<file path="config.mk">
export PLATFORM = sky130hd
export DESIGN_NAME = cscr_regs
export DESIGN_NICKNAME = d
export VERILOG_FILES = /design/src/design/cscr_pkg.sv /design/src/design/cscr_regs.sv
export SDC_FILE = /design/constraint.sdc
export NUM_CORES = 1
export LEC_CHECK = 0
export BUFFER_PORTS_ARGS = -buffer_cell sky130_fd_sc_hd__buf_2
export CAP_MARGIN = 20
export CORE_MARGIN = 4
export CORE_UTILIZATION = 54
export CTS_BUF_LIST = sky130_fd_sc_hd__clkbuf_8 sky130_fd_sc_hd__clkbuf_16
export CTS_CLUSTER_DIAMETER = 30
export DETAILED_ROUTE_END_ITERATION = 6
export GPL_ROUTABILITY_DRIVEN = 0
export GPL_TIMING_DRIVEN = 0
export HOLD_SLACK_MARGIN = 0.15
export PLACE_DENSITY = 0.86
export SYNTH_ARGS = -nofsm -noshare
export SYNTH_HDL_FRONTEND = slang
export SYNTH_SLANG_ARGS = --single-unit
</file>
<file path="constraint.sdc">
create_clock -name i_ref_clk -period 3 [get_ports i_ref_clk]
set_clock_uncertainty 0.1 [all_clocks]
set_input_delay 0.15 -clock i_ref_clk [delete_from_list [all_inputs] [get_ports i_ref_clk]]
set_output_delay 0.15 -clock i_ref_clk [all_outputs]
set_load 0.02 [all_outputs]
</file>
<file path="src/design/cscr_pkg.sv">
/*
 * Shared constants for the core status and core control register pair:
 * register offsets, field positions and reset values.
 * Assumes a plain word-wide register port driven by the core's bus logic.
 */
package cscr_pkg;
    // Register offsets on the plain register port.
    localparam logic [3:0] CSCR_STATUS_OFS  = 4'h0;
    localparam logic [3:0] CSCR_CONTROL_OFS = 4'h1;
    localparam int         CSCR_AW          = 4;
    localparam int         CSCR_DW          = 16;

    // Status field positions.
    localparam int ST_OA   = 15;
    localparam int ST_OB   = 14;
    localparam int ST_SA   = 13;
    localparam int ST_SB   = 12;
    localparam int ST_OAB  = 11;
    localparam int ST_SAB  = 10;
    localparam int ST_LOOP = 9;
    localparam int ST_HC   = 8;
    localparam int ST_PRH  = 7;
    localparam int ST_PRL  = 5;
    localparam int ST_RPT  = 4;
    localparam int ST_NEG  = 3;
    localparam int ST_OV   = 2;
    localparam int ST_Z    = 1;
    localparam int ST_C    = 0;

    // Control field positions.
    localparam int CC_US   = 12;
    localparam int CC_EDT  = 11;
    localparam int CC_DLH  = 10;
    localparam int CC_DLL  = 8;
    localparam int CC_ACC_A_CLIP_ENABLE = 7;
    localparam int CC_ACC_B_CLIP_ENABLE = 6;
    localparam int CC_SDW  = 5;
    localparam int CC_WIDE = 4;
    localparam int CC_PRT  = 3;
    localparam int CC_PSV  = 2;
    localparam int CC_RND  = 1;
    localparam int CC_IMUL = 0;

    // Reset values of the software-held fields, and the low priority code that disables user interrupts.
    localparam logic [2:0] CSCR_PRIO_RST   = 3'h0;
    localparam logic [6:0] CSCR_CTRL_RST   = 7'h10; // ACC_A_CLIP_ENABLE,ACC_B_CLIP_ENABLE,SDW,WIDE,PROGRAM_WINDOW_ENABLE,RND,IMUL: store clip on.
    localparam logic [2:0] CSCR_PRIO_MAX   = 3'h7;
endpackage

</file>
<file path="src/design/cscr_regs.sv">
/*
 * Core status and core control register pair of a 16-bit DSP core.
 * Holds the datapath flags, the DSP mode settings and the priority level,
 * and exposes them to software over a plain address/strobe register port.
 * Assumes the datapath and sequencer present flag updates synchronously to
 * i_ref_clk and sample the exported modes in the same cycle they are used.
 */
// Behaviour
// - Guard overflow bits follow accumulator overflow.
// - Saturation bits stick until cleared.
// - Software may only clear sticky saturation bits.
// - Clearing combined sticky clears both sticky bits.
// - Combined overflow is OR of both.
// - Combined sticky is OR of both.
// - Loop-active bit shows DO loop running.
// - Half carry from bit 3 or 7.
// - Priority is top bit over low bits.
// - Code 111 disables user interrupts.
// - Low priority bits locked when nesting disabled.
// - Repeat-active bit shows REPEAT running.
// - Negative flag follows result sign.
// - Signed wrap flag marks sign overflow.
// - Zero flag clears on non-zero only.
// - Carry from MSB, inverted borrow subtracting.
// - Unsigned and integer multiply selects.
// - Early exit pulses, always reads zero.
// - Loop depth reports active DO loops.
// - Saturation enables; store enable resets one.
// - Wide clip mode selects super saturation.
// - Program window and rounding selects.
module cscr_regs
    import cscr_pkg::*;
(
    // Clock and reset.
    input  wire logic                         i_ref_clk,
    input  wire logic                         i_rst_b,
    // Register port.
    input  wire logic [cscr_pkg::CSCR_AW-1:0] i_reg_addr,
    input  wire logic [cscr_pkg::CSCR_DW-1:0] i_reg_wdata,
    input  wire logic                         i_reg_wr,
    input  wire logic                         i_reg_rd,
    output logic      [cscr_pkg::CSCR_DW-1:0] o_reg_rdata,
    // Accumulator events from the DSP engine.
    input  wire logic                         i_acc_upd_a,
    input  wire logic                         i_acc_upd_b,
    input  wire logic                         i_acc_ovf_a,
    input  wire logic                         i_acc_ovf_b,
    input  wire logic                         i_acc_sat_a,
    input  wire logic                         i_acc_sat_b,
    // Sequencer state.
    input  wire logic                         i_do_active,
    input  wire logic                         i_rpt_active,
    input  wire logic [2:0]                   i_do_depth,
    input  wire logic                         i_nesting_disable,
    input  wire logic                         i_prio_wr,
    input  wire logic [3:0]                   i_prio_level,
    // ALU flag results.
    input  wire logic                         i_alu_upd,
    input  wire logic                         i_alu_byte,
    input  wire logic                         i_alu_sub,
    input  wire logic [15:0]                  i_alu_a,
    input  wire logic [15:0]                  i_alu_b,
    // Mode outputs to the datapath.
    output logic                              o_dsp_mul_unsigned,
    output logic                              o_integer_mul_mode,
    output logic                              o_early_loop_exit,
    output logic                              o_acc_a_clip_enable,
    output logic                              o_acc_b_clip_enable,
    output logic                              o_store_clip_enable,
    output logic                              o_wide_clip_mode,
    output logic                              o_program_window_enable,
    output logic                              o_rounding_select,
    output logic      [3:0]                   o_cpu_priority,
    output logic                              o_user_irq_disable
);
    import cscr_pkg::*;

    ////////////////////////////////////////////////////////////////////////
    // Storage.
    logic        ovf_a_reg, ovf_b_reg;          // Guard overflow flags.
    logic        sat_a_reg, sat_b_reg;          // Sticky saturation flags.
    logic        hc_reg, neg_reg, ov_reg;       // ALU flags.
    logic        z_reg, c_reg;                  // ALU zero and carry.
    logic [2:0]  prio_lo_reg;                   // Low priority bits.
    logic        prio_top_reg;                  // Top priority bit.
    logic [6:0]  mode_reg;                      // Control bits 7..4 and 2..0 packed.
    logic        edt_reg;                       // Early exit pulse.
    logic        loop_reg, rpt_reg;             // Registered sequencer state.
    logic [2:0]  depth_reg;                     // Registered loop depth.
    logic [15:0] rdata_reg;                     // Read data register.
    logic        us_reg;                        // Unsigned multiply select, bit 12.

    logic        wr_st, wr_cc;                  // Decoded writes.
    logic [16:0] sum;                           // ALU sum with carry out.
    logic [8:0]  sum_lo8;                       // Low byte sum.
    logic [4:0]  sum_lo4;                       // Low nibble sum.
    logic [15:0] opb;                           // Possibly inverted operand.
    logic        res_msb, res_c, res_hc, res_ov, res_zero;
    logic [15:0] status_v, control_v;           // Assembled read views.

    assign wr_st = i_reg_wr && (i_reg_addr == CSCR_STATUS_OFS);
    assign wr_cc = i_reg_wr && (i_reg_addr == CSCR_CONTROL_OFS);

    ////////////////////////////////////////////////////////////////////////
    // ALU flag derivation. Subtraction adds the complement with carry in
    // set, so carry and half carry come out as inverted borrows for free.
    assign opb     = i_alu_sub ? ~i_alu_b : i_alu_b;
    assign sum     = {1'b0, i_alu_a} + {1'b0, opb} + {16'h0, i_alu_sub};
    assign sum_lo8 = {1'b0, i_alu_a[7:0]} + {1'b0, opb[7:0]} + {8'h0, i_alu_sub};
    assign sum_lo4 = {1'b0, i_alu_a[3:0]} + {1'b0, opb[3:0]} + {4'h0, i_alu_sub};
    always_comb begin
        // Byte operations look at bit 7 and carry out of bit 7.
        if (i_alu_byte) begin
            res_msb  = sum[7];
            res_c    = sum_lo8[8];
            res_hc   = sum_lo4[4];
            res_ov   = (i_alu_a[7] == opb[7]) && (sum[7] != i_alu_a[7]);
            res_zero = (sum[7:0] == 8'h00);
        end else begin
            res_msb  = sum[15];
            res_c    = sum[16];
            res_hc   = sum_lo8[8];
            res_ov   = (i_alu_a[15] == opb[15]) && (sum[15] != i_alu_a[15]);
            res_zero = (sum[15:0] == 16'h0000);
        end
    end

    ////////////////////////////////////////////////////////////////////////
    // Guard overflow flags: refreshed each time data passes the adder.
    always_ff @(posedge i_ref_clk or negedge i_rst_b) begin
        if (!i_rst_b) begin
            ovf_a_reg <= 1'b0;
            ovf_b_reg <= 1'b0;
        end else begin
            if (i_acc_upd_a) begin
                ovf_a_reg <= i_acc_ovf_a;
            end
            if (i_acc_upd_b) begin
                ovf_b_reg <= i_acc_ovf_b;
            end
        end
    end

    ////////////////////////////////////////////////////////////////////////
    // Sticky saturation flags. Writes can only clear; a saturation event in
    // the same cycle as the clearing write wins, so no event is lost.
    always_ff @(posedge i_ref_clk or negedge i_rst_b) begin
        if (!i_rst_b) begin
            sat_a_reg <= 1'b0;
            sat_b_reg <= 1'b0;
        end else begin
            if (i_acc_sat_a) begin
                sat_a_reg <= 1'b1;
            end else if (wr_st && (!i_reg_wdata[ST_SA] || !i_reg_wdata[ST_SAB])) begin
                sat_a_reg <= 1'b0;
            end
            if (i_acc_sat_b) begin
                sat_b_reg <= 1'b1;
            end else if (wr_st && (!i_reg_wdata[ST_SB] || !i_reg_wdata[ST_SAB])) begin
                sat_b_reg <= 1'b0;
            end
        end
    end

    ////////////////////////////////////////////////////////////////////////
    // ALU flags. A datapath update takes priority over a software write.
    always_ff @(posedge i_ref_clk or negedge i_rst_b) begin
        if (!i_rst_b) begin
            hc_reg  <= 1'b0;
            neg_reg <= 1'b0;
            ov_reg  <= 1'b0;
            z_reg   <= 1'b0;
            c_reg   <= 1'b0;
        end else if (i_alu_upd) begin
            hc_reg  <= res_hc;
            neg_reg <= res_msb;
            ov_reg  <= res_ov;
            c_reg   <= res_c;
            if (!res_zero) begin
                z_reg <= 1'b0;
            end
        end else if (wr_st) begin
            hc_reg  <= i_reg_wdata[ST_HC];
            neg_reg <= i_reg_wdata[ST_NEG];
            ov_reg  <= i_reg_wdata[ST_OV];
            z_reg   <= i_reg_wdata[ST_Z];
            c_reg   <= i_reg_wdata[ST_C];
        end
    end

    ////////////////////////////////////////////////////////////////////////
    // Priority level. The sequencer loads the full level on exception entry
    // and return; software reaches the low bits only while nesting is allowed.
    always_ff @(posedge i_ref_clk or negedge i_rst_b) begin
        if (!i_rst_b) begin
            prio_lo_reg  <= CSCR_PRIO_RST;
            prio_top_reg <= 1'b0;
        end else if (i_prio_wr) begin
            prio_lo_reg  <= i_prio_level[2:0];
            prio_top_reg <= i_prio_level[3];
        end else begin
            if (wr_st && !i_nesting_disable) begin
                prio_lo_reg <= i_reg_wdata[ST_PRH:ST_PRL];
            end
            if (wr_cc && !i_reg_wdata[CC_PRT]) begin
                prio_top_reg <= 1'b0;                                      // Clear-only bit.
            end
        end
    end

    ////////////////////////////////////////////////////////////////////////
    // Control modes, and the early exit pulse that never reads back.
    always_ff @(posedge i_ref_clk or negedge i_rst_b) begin
        if (!i_rst_b) begin
            mode_reg <= CSCR_CTRL_RST;
            edt_reg  <= 1'b0;
        end else begin
            edt_reg <= wr_cc && i_reg_wdata[CC_EDT] && i_do_active;
            if (wr_cc) begin
                mode_reg <= {i_reg_wdata[CC_ACC_A_CLIP_ENABLE:CC_WIDE], i_reg_wdata[CC_PSV:CC_IMUL]};
            end
        end
    end

    ////////////////////////////////////////////////////////////////////////
    // Sequencer state is sampled so the register view is glitch free.
    always_ff @(posedge i_ref_clk or negedge i_rst_b) begin
        if (!i_rst_b) begin
            loop_reg  <= 1'b0;
            rpt_reg   <= 1'b0;
            depth_reg <= 3'h0;
        end else begin
            loop_reg  <= i_do_active;
            rpt_reg   <= i_rpt_active;
            depth_reg <= i_do_depth;
        end
    end

    ////////////////////////////////////////////////////////////////////////
    // Read views and read data, valid the cycle after the read strobe.
    always_comb begin
        status_v           = 16'h0000;
        status_v[ST_OA]    = ovf_a_reg;
        status_v[ST_OB]    = ovf_b_reg;
        status_v[ST_SA]    = sat_a_reg;
        status_v[ST_SB]    = sat_b_reg;
        status_v[ST_OAB]   = ovf_a_reg | ovf_b_reg;
        status_v[ST_SAB]   = sat_a_reg | sat_b_reg;
        status_v[ST_LOOP]  = loop_reg;
        status_v[ST_HC]    = hc_reg;
        status_v[ST_PRH:ST_PRL] = prio_lo_reg;
        status_v[ST_RPT]   = rpt_reg;
        status_v[ST_NEG]   = neg_reg;
        status_v[ST_OV]    = ov_reg;
        status_v[ST_Z]     = z_reg;
        status_v[ST_C]     = c_reg;
        control_v          = 16'h0000;
        control_v[CC_EDT]  = 1'b0;
        control_v[CC_DLH:CC_DLL] = depth_reg;
        control_v[CC_ACC_A_CLIP_ENABLE:CC_WIDE] = mode_reg[6:3];
        control_v[CC_PRT]  = prio_top_reg;
        control_v[CC_PSV:CC_IMUL] = mode_reg[2:0];
        control_v[CC_US]   = us_reg;
    end

    // Unsigned multiply select, stored apart from the packed modes.
    always_ff @(posedge i_ref_clk or negedge i_rst_b) begin
        if (!i_rst_b) begin
            us_reg <= 1'b0;
        end else if (wr_cc) begin
            us_reg <= i_reg_wdata[CC_US];
        end
    end

    // Unmapped addresses read as zero.
    always_ff @(posedge i_ref_clk or negedge i_rst_b) begin
        if (!i_rst_b) begin
            rdata_reg <= 16'h0000;
        end else if (i_reg_rd) begin
            unique case (i_reg_addr)
                CSCR_STATUS_OFS:  rdata_reg <= status_v;
                CSCR_CONTROL_OFS: rdata_reg <= control_v;
                default:          rdata_reg <= 16'h0000;
            endcase
        end else begin
            rdata_reg <= 16'h0000;
        end
    end

    ////////////////////////////////////////////////////////////////////////
    // Outputs.
    assign o_reg_rdata             = rdata_reg;
    assign o_dsp_mul_unsigned      = us_reg;
    assign o_integer_mul_mode      = mode_reg[0];
    assign o_early_loop_exit       = edt_reg;
    assign o_acc_a_clip_enable     = mode_reg[6];
    assign o_acc_b_clip_enable     = mode_reg[5];
    assign o_store_clip_enable     = mode_reg[4];
    assign o_wide_clip_mode        = mode_reg[3];
    assign o_program_window_enable = mode_reg[2];
    assign o_rounding_select       = mode_reg[1];
    assign o_cpu_priority          = {prio_top_reg, prio_lo_reg};
    assign o_user_irq_disable      = prio_top_reg || (prio_lo_reg == CSCR_PRIO_MAX);
endmodule

</file>
==> impl_metrics.json <==
{
  "portBuffers": 99,
  "p_comb_frac": 0.367,
  "fp.dieW_um": 80.9,
  "synthToLayoutAreaGrowth_pct": 38.4,
  "postPlaceCellArea_um2": 3450,
  "path_clk_slew_ns": 0.09,
  "htreeDepth": 2,
  "setup_violations": 0,
  "hpwl_um": 5390,
  "ys_ff_latch": 43,
  "leakage_uw": 0.00201,
  "netlist_area_um2": 2870,
  "synthFlopType": "dfrtp_1",
  "reg2reg_slack_ns": 1.34,
  "start_kind": "input pin",
  "core_area_um2": 5140,
  "period_share": 0.886,
  "cts_tree": "done",
  "routedWlPerCell_um": 16.8,
  "ant_nets": 0,
  "syn_nets": 383,
  "synth.distinct_cells": 60,
  "reg2reg_depth": 5,
  "synth_top_area_cell": "dfrtp_1",
  "tightestPinTransition_ns": 0.927,
  "yosysWarnings": 0,
  "grt_pass1_vias": 2914,
  "p_clk_frac": 0.258,
  "cp_data_required_time_ns": 3.12,
  "firstDrtPassIters": 4,
  "r2r_end": "z_reg$_DFFE_PN0P_",
  "grt_overflow_total": 0,
  "seq_area_frac_synth": 0.375,
  "syn_inst": 287,
  "rsz0062_at_grt": "false",
  "io_pins": 106,
  "final.setup.worst_slack_ns": 0.341,
  "via_per_inst": 5.60,
  "grt_usage": 0.269,
  "grt_pass1_wl_um": 13500,
  "drv_cap": 0,
  "cp-startpoint": "i_alu_sub",
  "finalMaxSlewViolations": 0,
  "start_util": 0.559,
  "critPathTopFamily": "compound AO/OA/AOI/OAI gates",
  "synthArstFlopShare": 1.00,
  "synthTopCellsByCount": "42 x dfrtp_1, 26 x nor2_1, 24 x nand2_1",
  "power_frac_seq": 0.375,
  "powerDensity_nw_per_um2": 451,
  "timing.rr.start": "z_reg$_DFFE_PN0P_",
  "max_slew_margin": 0.382,
  "rows": 26,
  "post-place-ws_ns": -0.459,
  "grt_max_degree": 44,
  "die_h_um": 80.9,
  "crit_arrival_ns": 2.78,
  "synth-edff-count": 0,
  "post_cts_buffers": 0,
  "synth_top_area_frac": 0.366,
  "fin_crit_ns": 2.66,
  "holdWs_ns": 0.192,
  "syn_area_per_cell_um2": 10.0,
  "cp.depth": 11,
  "hp-class": "input pin to flip-flop",
  "worst_skew_pair.late_latency_ns": 0.31,
  "path_buf_inv": 2,
  "path_cells": "buf_2 > mux2i_1 > inv_1 > fa_1 > nand3_1 > a21o_1 > a21oi_1 > or3_1 > a2111oi_2 > a31oi_1 > nor3_2",
  "status": "finished clean",
  "path_max_fanout": 16,
  "hold_viol": 0,
  "slowest_stage": "fa_1",
  "design_area_um2": 3970,
  "min_from": "i_alu_upd",
  "hold_depth": 3,
  "drtIter0Drc": 206,
  "finalNetCount": 529,
  "power.switching_uw": 607,
  "irDropWorstVdd_uv": 277,
  "cp-end-kind": "flip-flop",
  "cts_num_sinks": 43,
  "routed_wl_um": 8450,
  "fmax_mhz": 376,
  "drc": 0,
  "crit_type": "input pin to flip-flop",
  "max-clock-path-buffers": 2,
  "dr_total_vias": 2821,
  "antenna_found_initial": 0,
  "yosysMostFrequentCell": "dfrtp_1",
  "diodes": 0,
  "netlist_top_cells_area": "dfrtp_1 37%, ha_1 8.3%, mux2i_1 7.0%, xor2_1 6.7%, mux2_2 3.9%",
  "internal_power_uw": 1190,
  "dieArea_um2": 6550,
  "largest_reg_flops": 16,
  "slowest_delay_ns": 0.41,
  "cp-endpoint": "z_reg$_DFFE_PN0P_",
  "switching_share": 0.338,
  "cts_buffers": 5,
  "cts_root_buf": "clkbuf_8",
  "post-route-util": 0.773,
  "drive_gt1_frac": 0.325
}
layer usage:
layer	GRT usage	wire length (µm)	vias to the layer above	part of all wire
li1	-	-	1320	-
met1	0.306	3220	1339	0.38
met2	0.499	4470	132	0.53
met3	0.0410	487	30	0.058
met4	0.106	267	0	0.032
met5	0	0	-	0
layout by cell type (no fill, tap or decap), types with 2 or more instances in the layout:
cell             n
dlygate4sd3_1   41
xnor2_1          3
o21bai_1         3
o21ai_1          5
nand3_1          6
clkbuf_8         5
a211oi_1         2
o21ai_0          9
dfrtp_1         42
nand2_1         24
and3_1           2
a31oi_1          6
clkbuf_1         3
o22ai_1          2
buf_2          101
a31o_2           2
mux2i_1         20
ha_1            19
a21oi_1         15
nand3b_1         2
nor3_1           2
nand4_1          3
xor2_1          22
a21o_1          11
buf_4            3
nor2_1          26
or2_2            2
mux2_2          10
inv_1            4
buf_6            2
and2_1           4
final cells by class:
class | instances | area [µm²]
clock inverters | 3 | 43.8
multi-input cells | 227 | 1690
well taps | 70 | 87.6
clock buffers | 5 | 68.8
plain buffers | 12 | 86.3
repair buffers | 140 | 906
fillers | 350 | 1170
inverters | 4 | 15.0
flip-flops and latches | 43 | 1080
worst min-delay path by stage:
stage / to / slack, ns
final: neg_reg$_DFFE_PN0P_ / 0.19
after global routing: neg_reg$_DFFE_PN0P_ / 0.20
after floorplan: c_reg$_DFFE_PN0P_ / -0.25
after detailed placement: rpt_reg$_DFF_PN0_ / 0.16
after CTS: neg_reg$_DFFE_PN0P_ / 0.17
after global placement: depth_reg[0]$_DFF_PN0_ / 0.16
worst min-delay path, cell delays in order:
cell and delay (ns):
buf_2 0.10, buf_2 0.21, o21ai_1 0.10
power groups by stage:
stage          clock (µW)  combinational, µW  sequential (µW)
2_1_floorplan           0                381              712
3_3_place_gp            0                579              672
3_5_place_dp            0                596              675
4_1_cts               451                643              664
5_1_grt               489                721              676
6_report              463                659              672
per-stage QoR:
step	total power, µW	setup TNS (ns)	std cells
floorplan	1090	0	287
global placement	1250	-0.822	456
detailed placement	1270	-1.22	456
CTS	1760	0	504
global route	1890	0	504
finish	1790	0	504
what timing repair did:
action                                  4_1_cts  5_1_grt
hold buffers                                 41        0
endpoints found under the setup margin        1        0
hold endpoints to repair                     70        0
resized for setup                             0        0
kinds of logic (layout without fill, tap and decap cells):
family	after synthesis	after routing	share of synthesized area
adders and majority gates	20	20	0.0898
buffers and inverters	17	164	0.0366
AOI/OAI and AO/OA	70	70	0.168
muxes	30	30	0.109
xor gates and xnor gates	25	25	0.0763
DFF	43	43	0.375
and+or+nand+nor	82	82	0.145
Note: power is estimated with default switching activity, not from simulation.
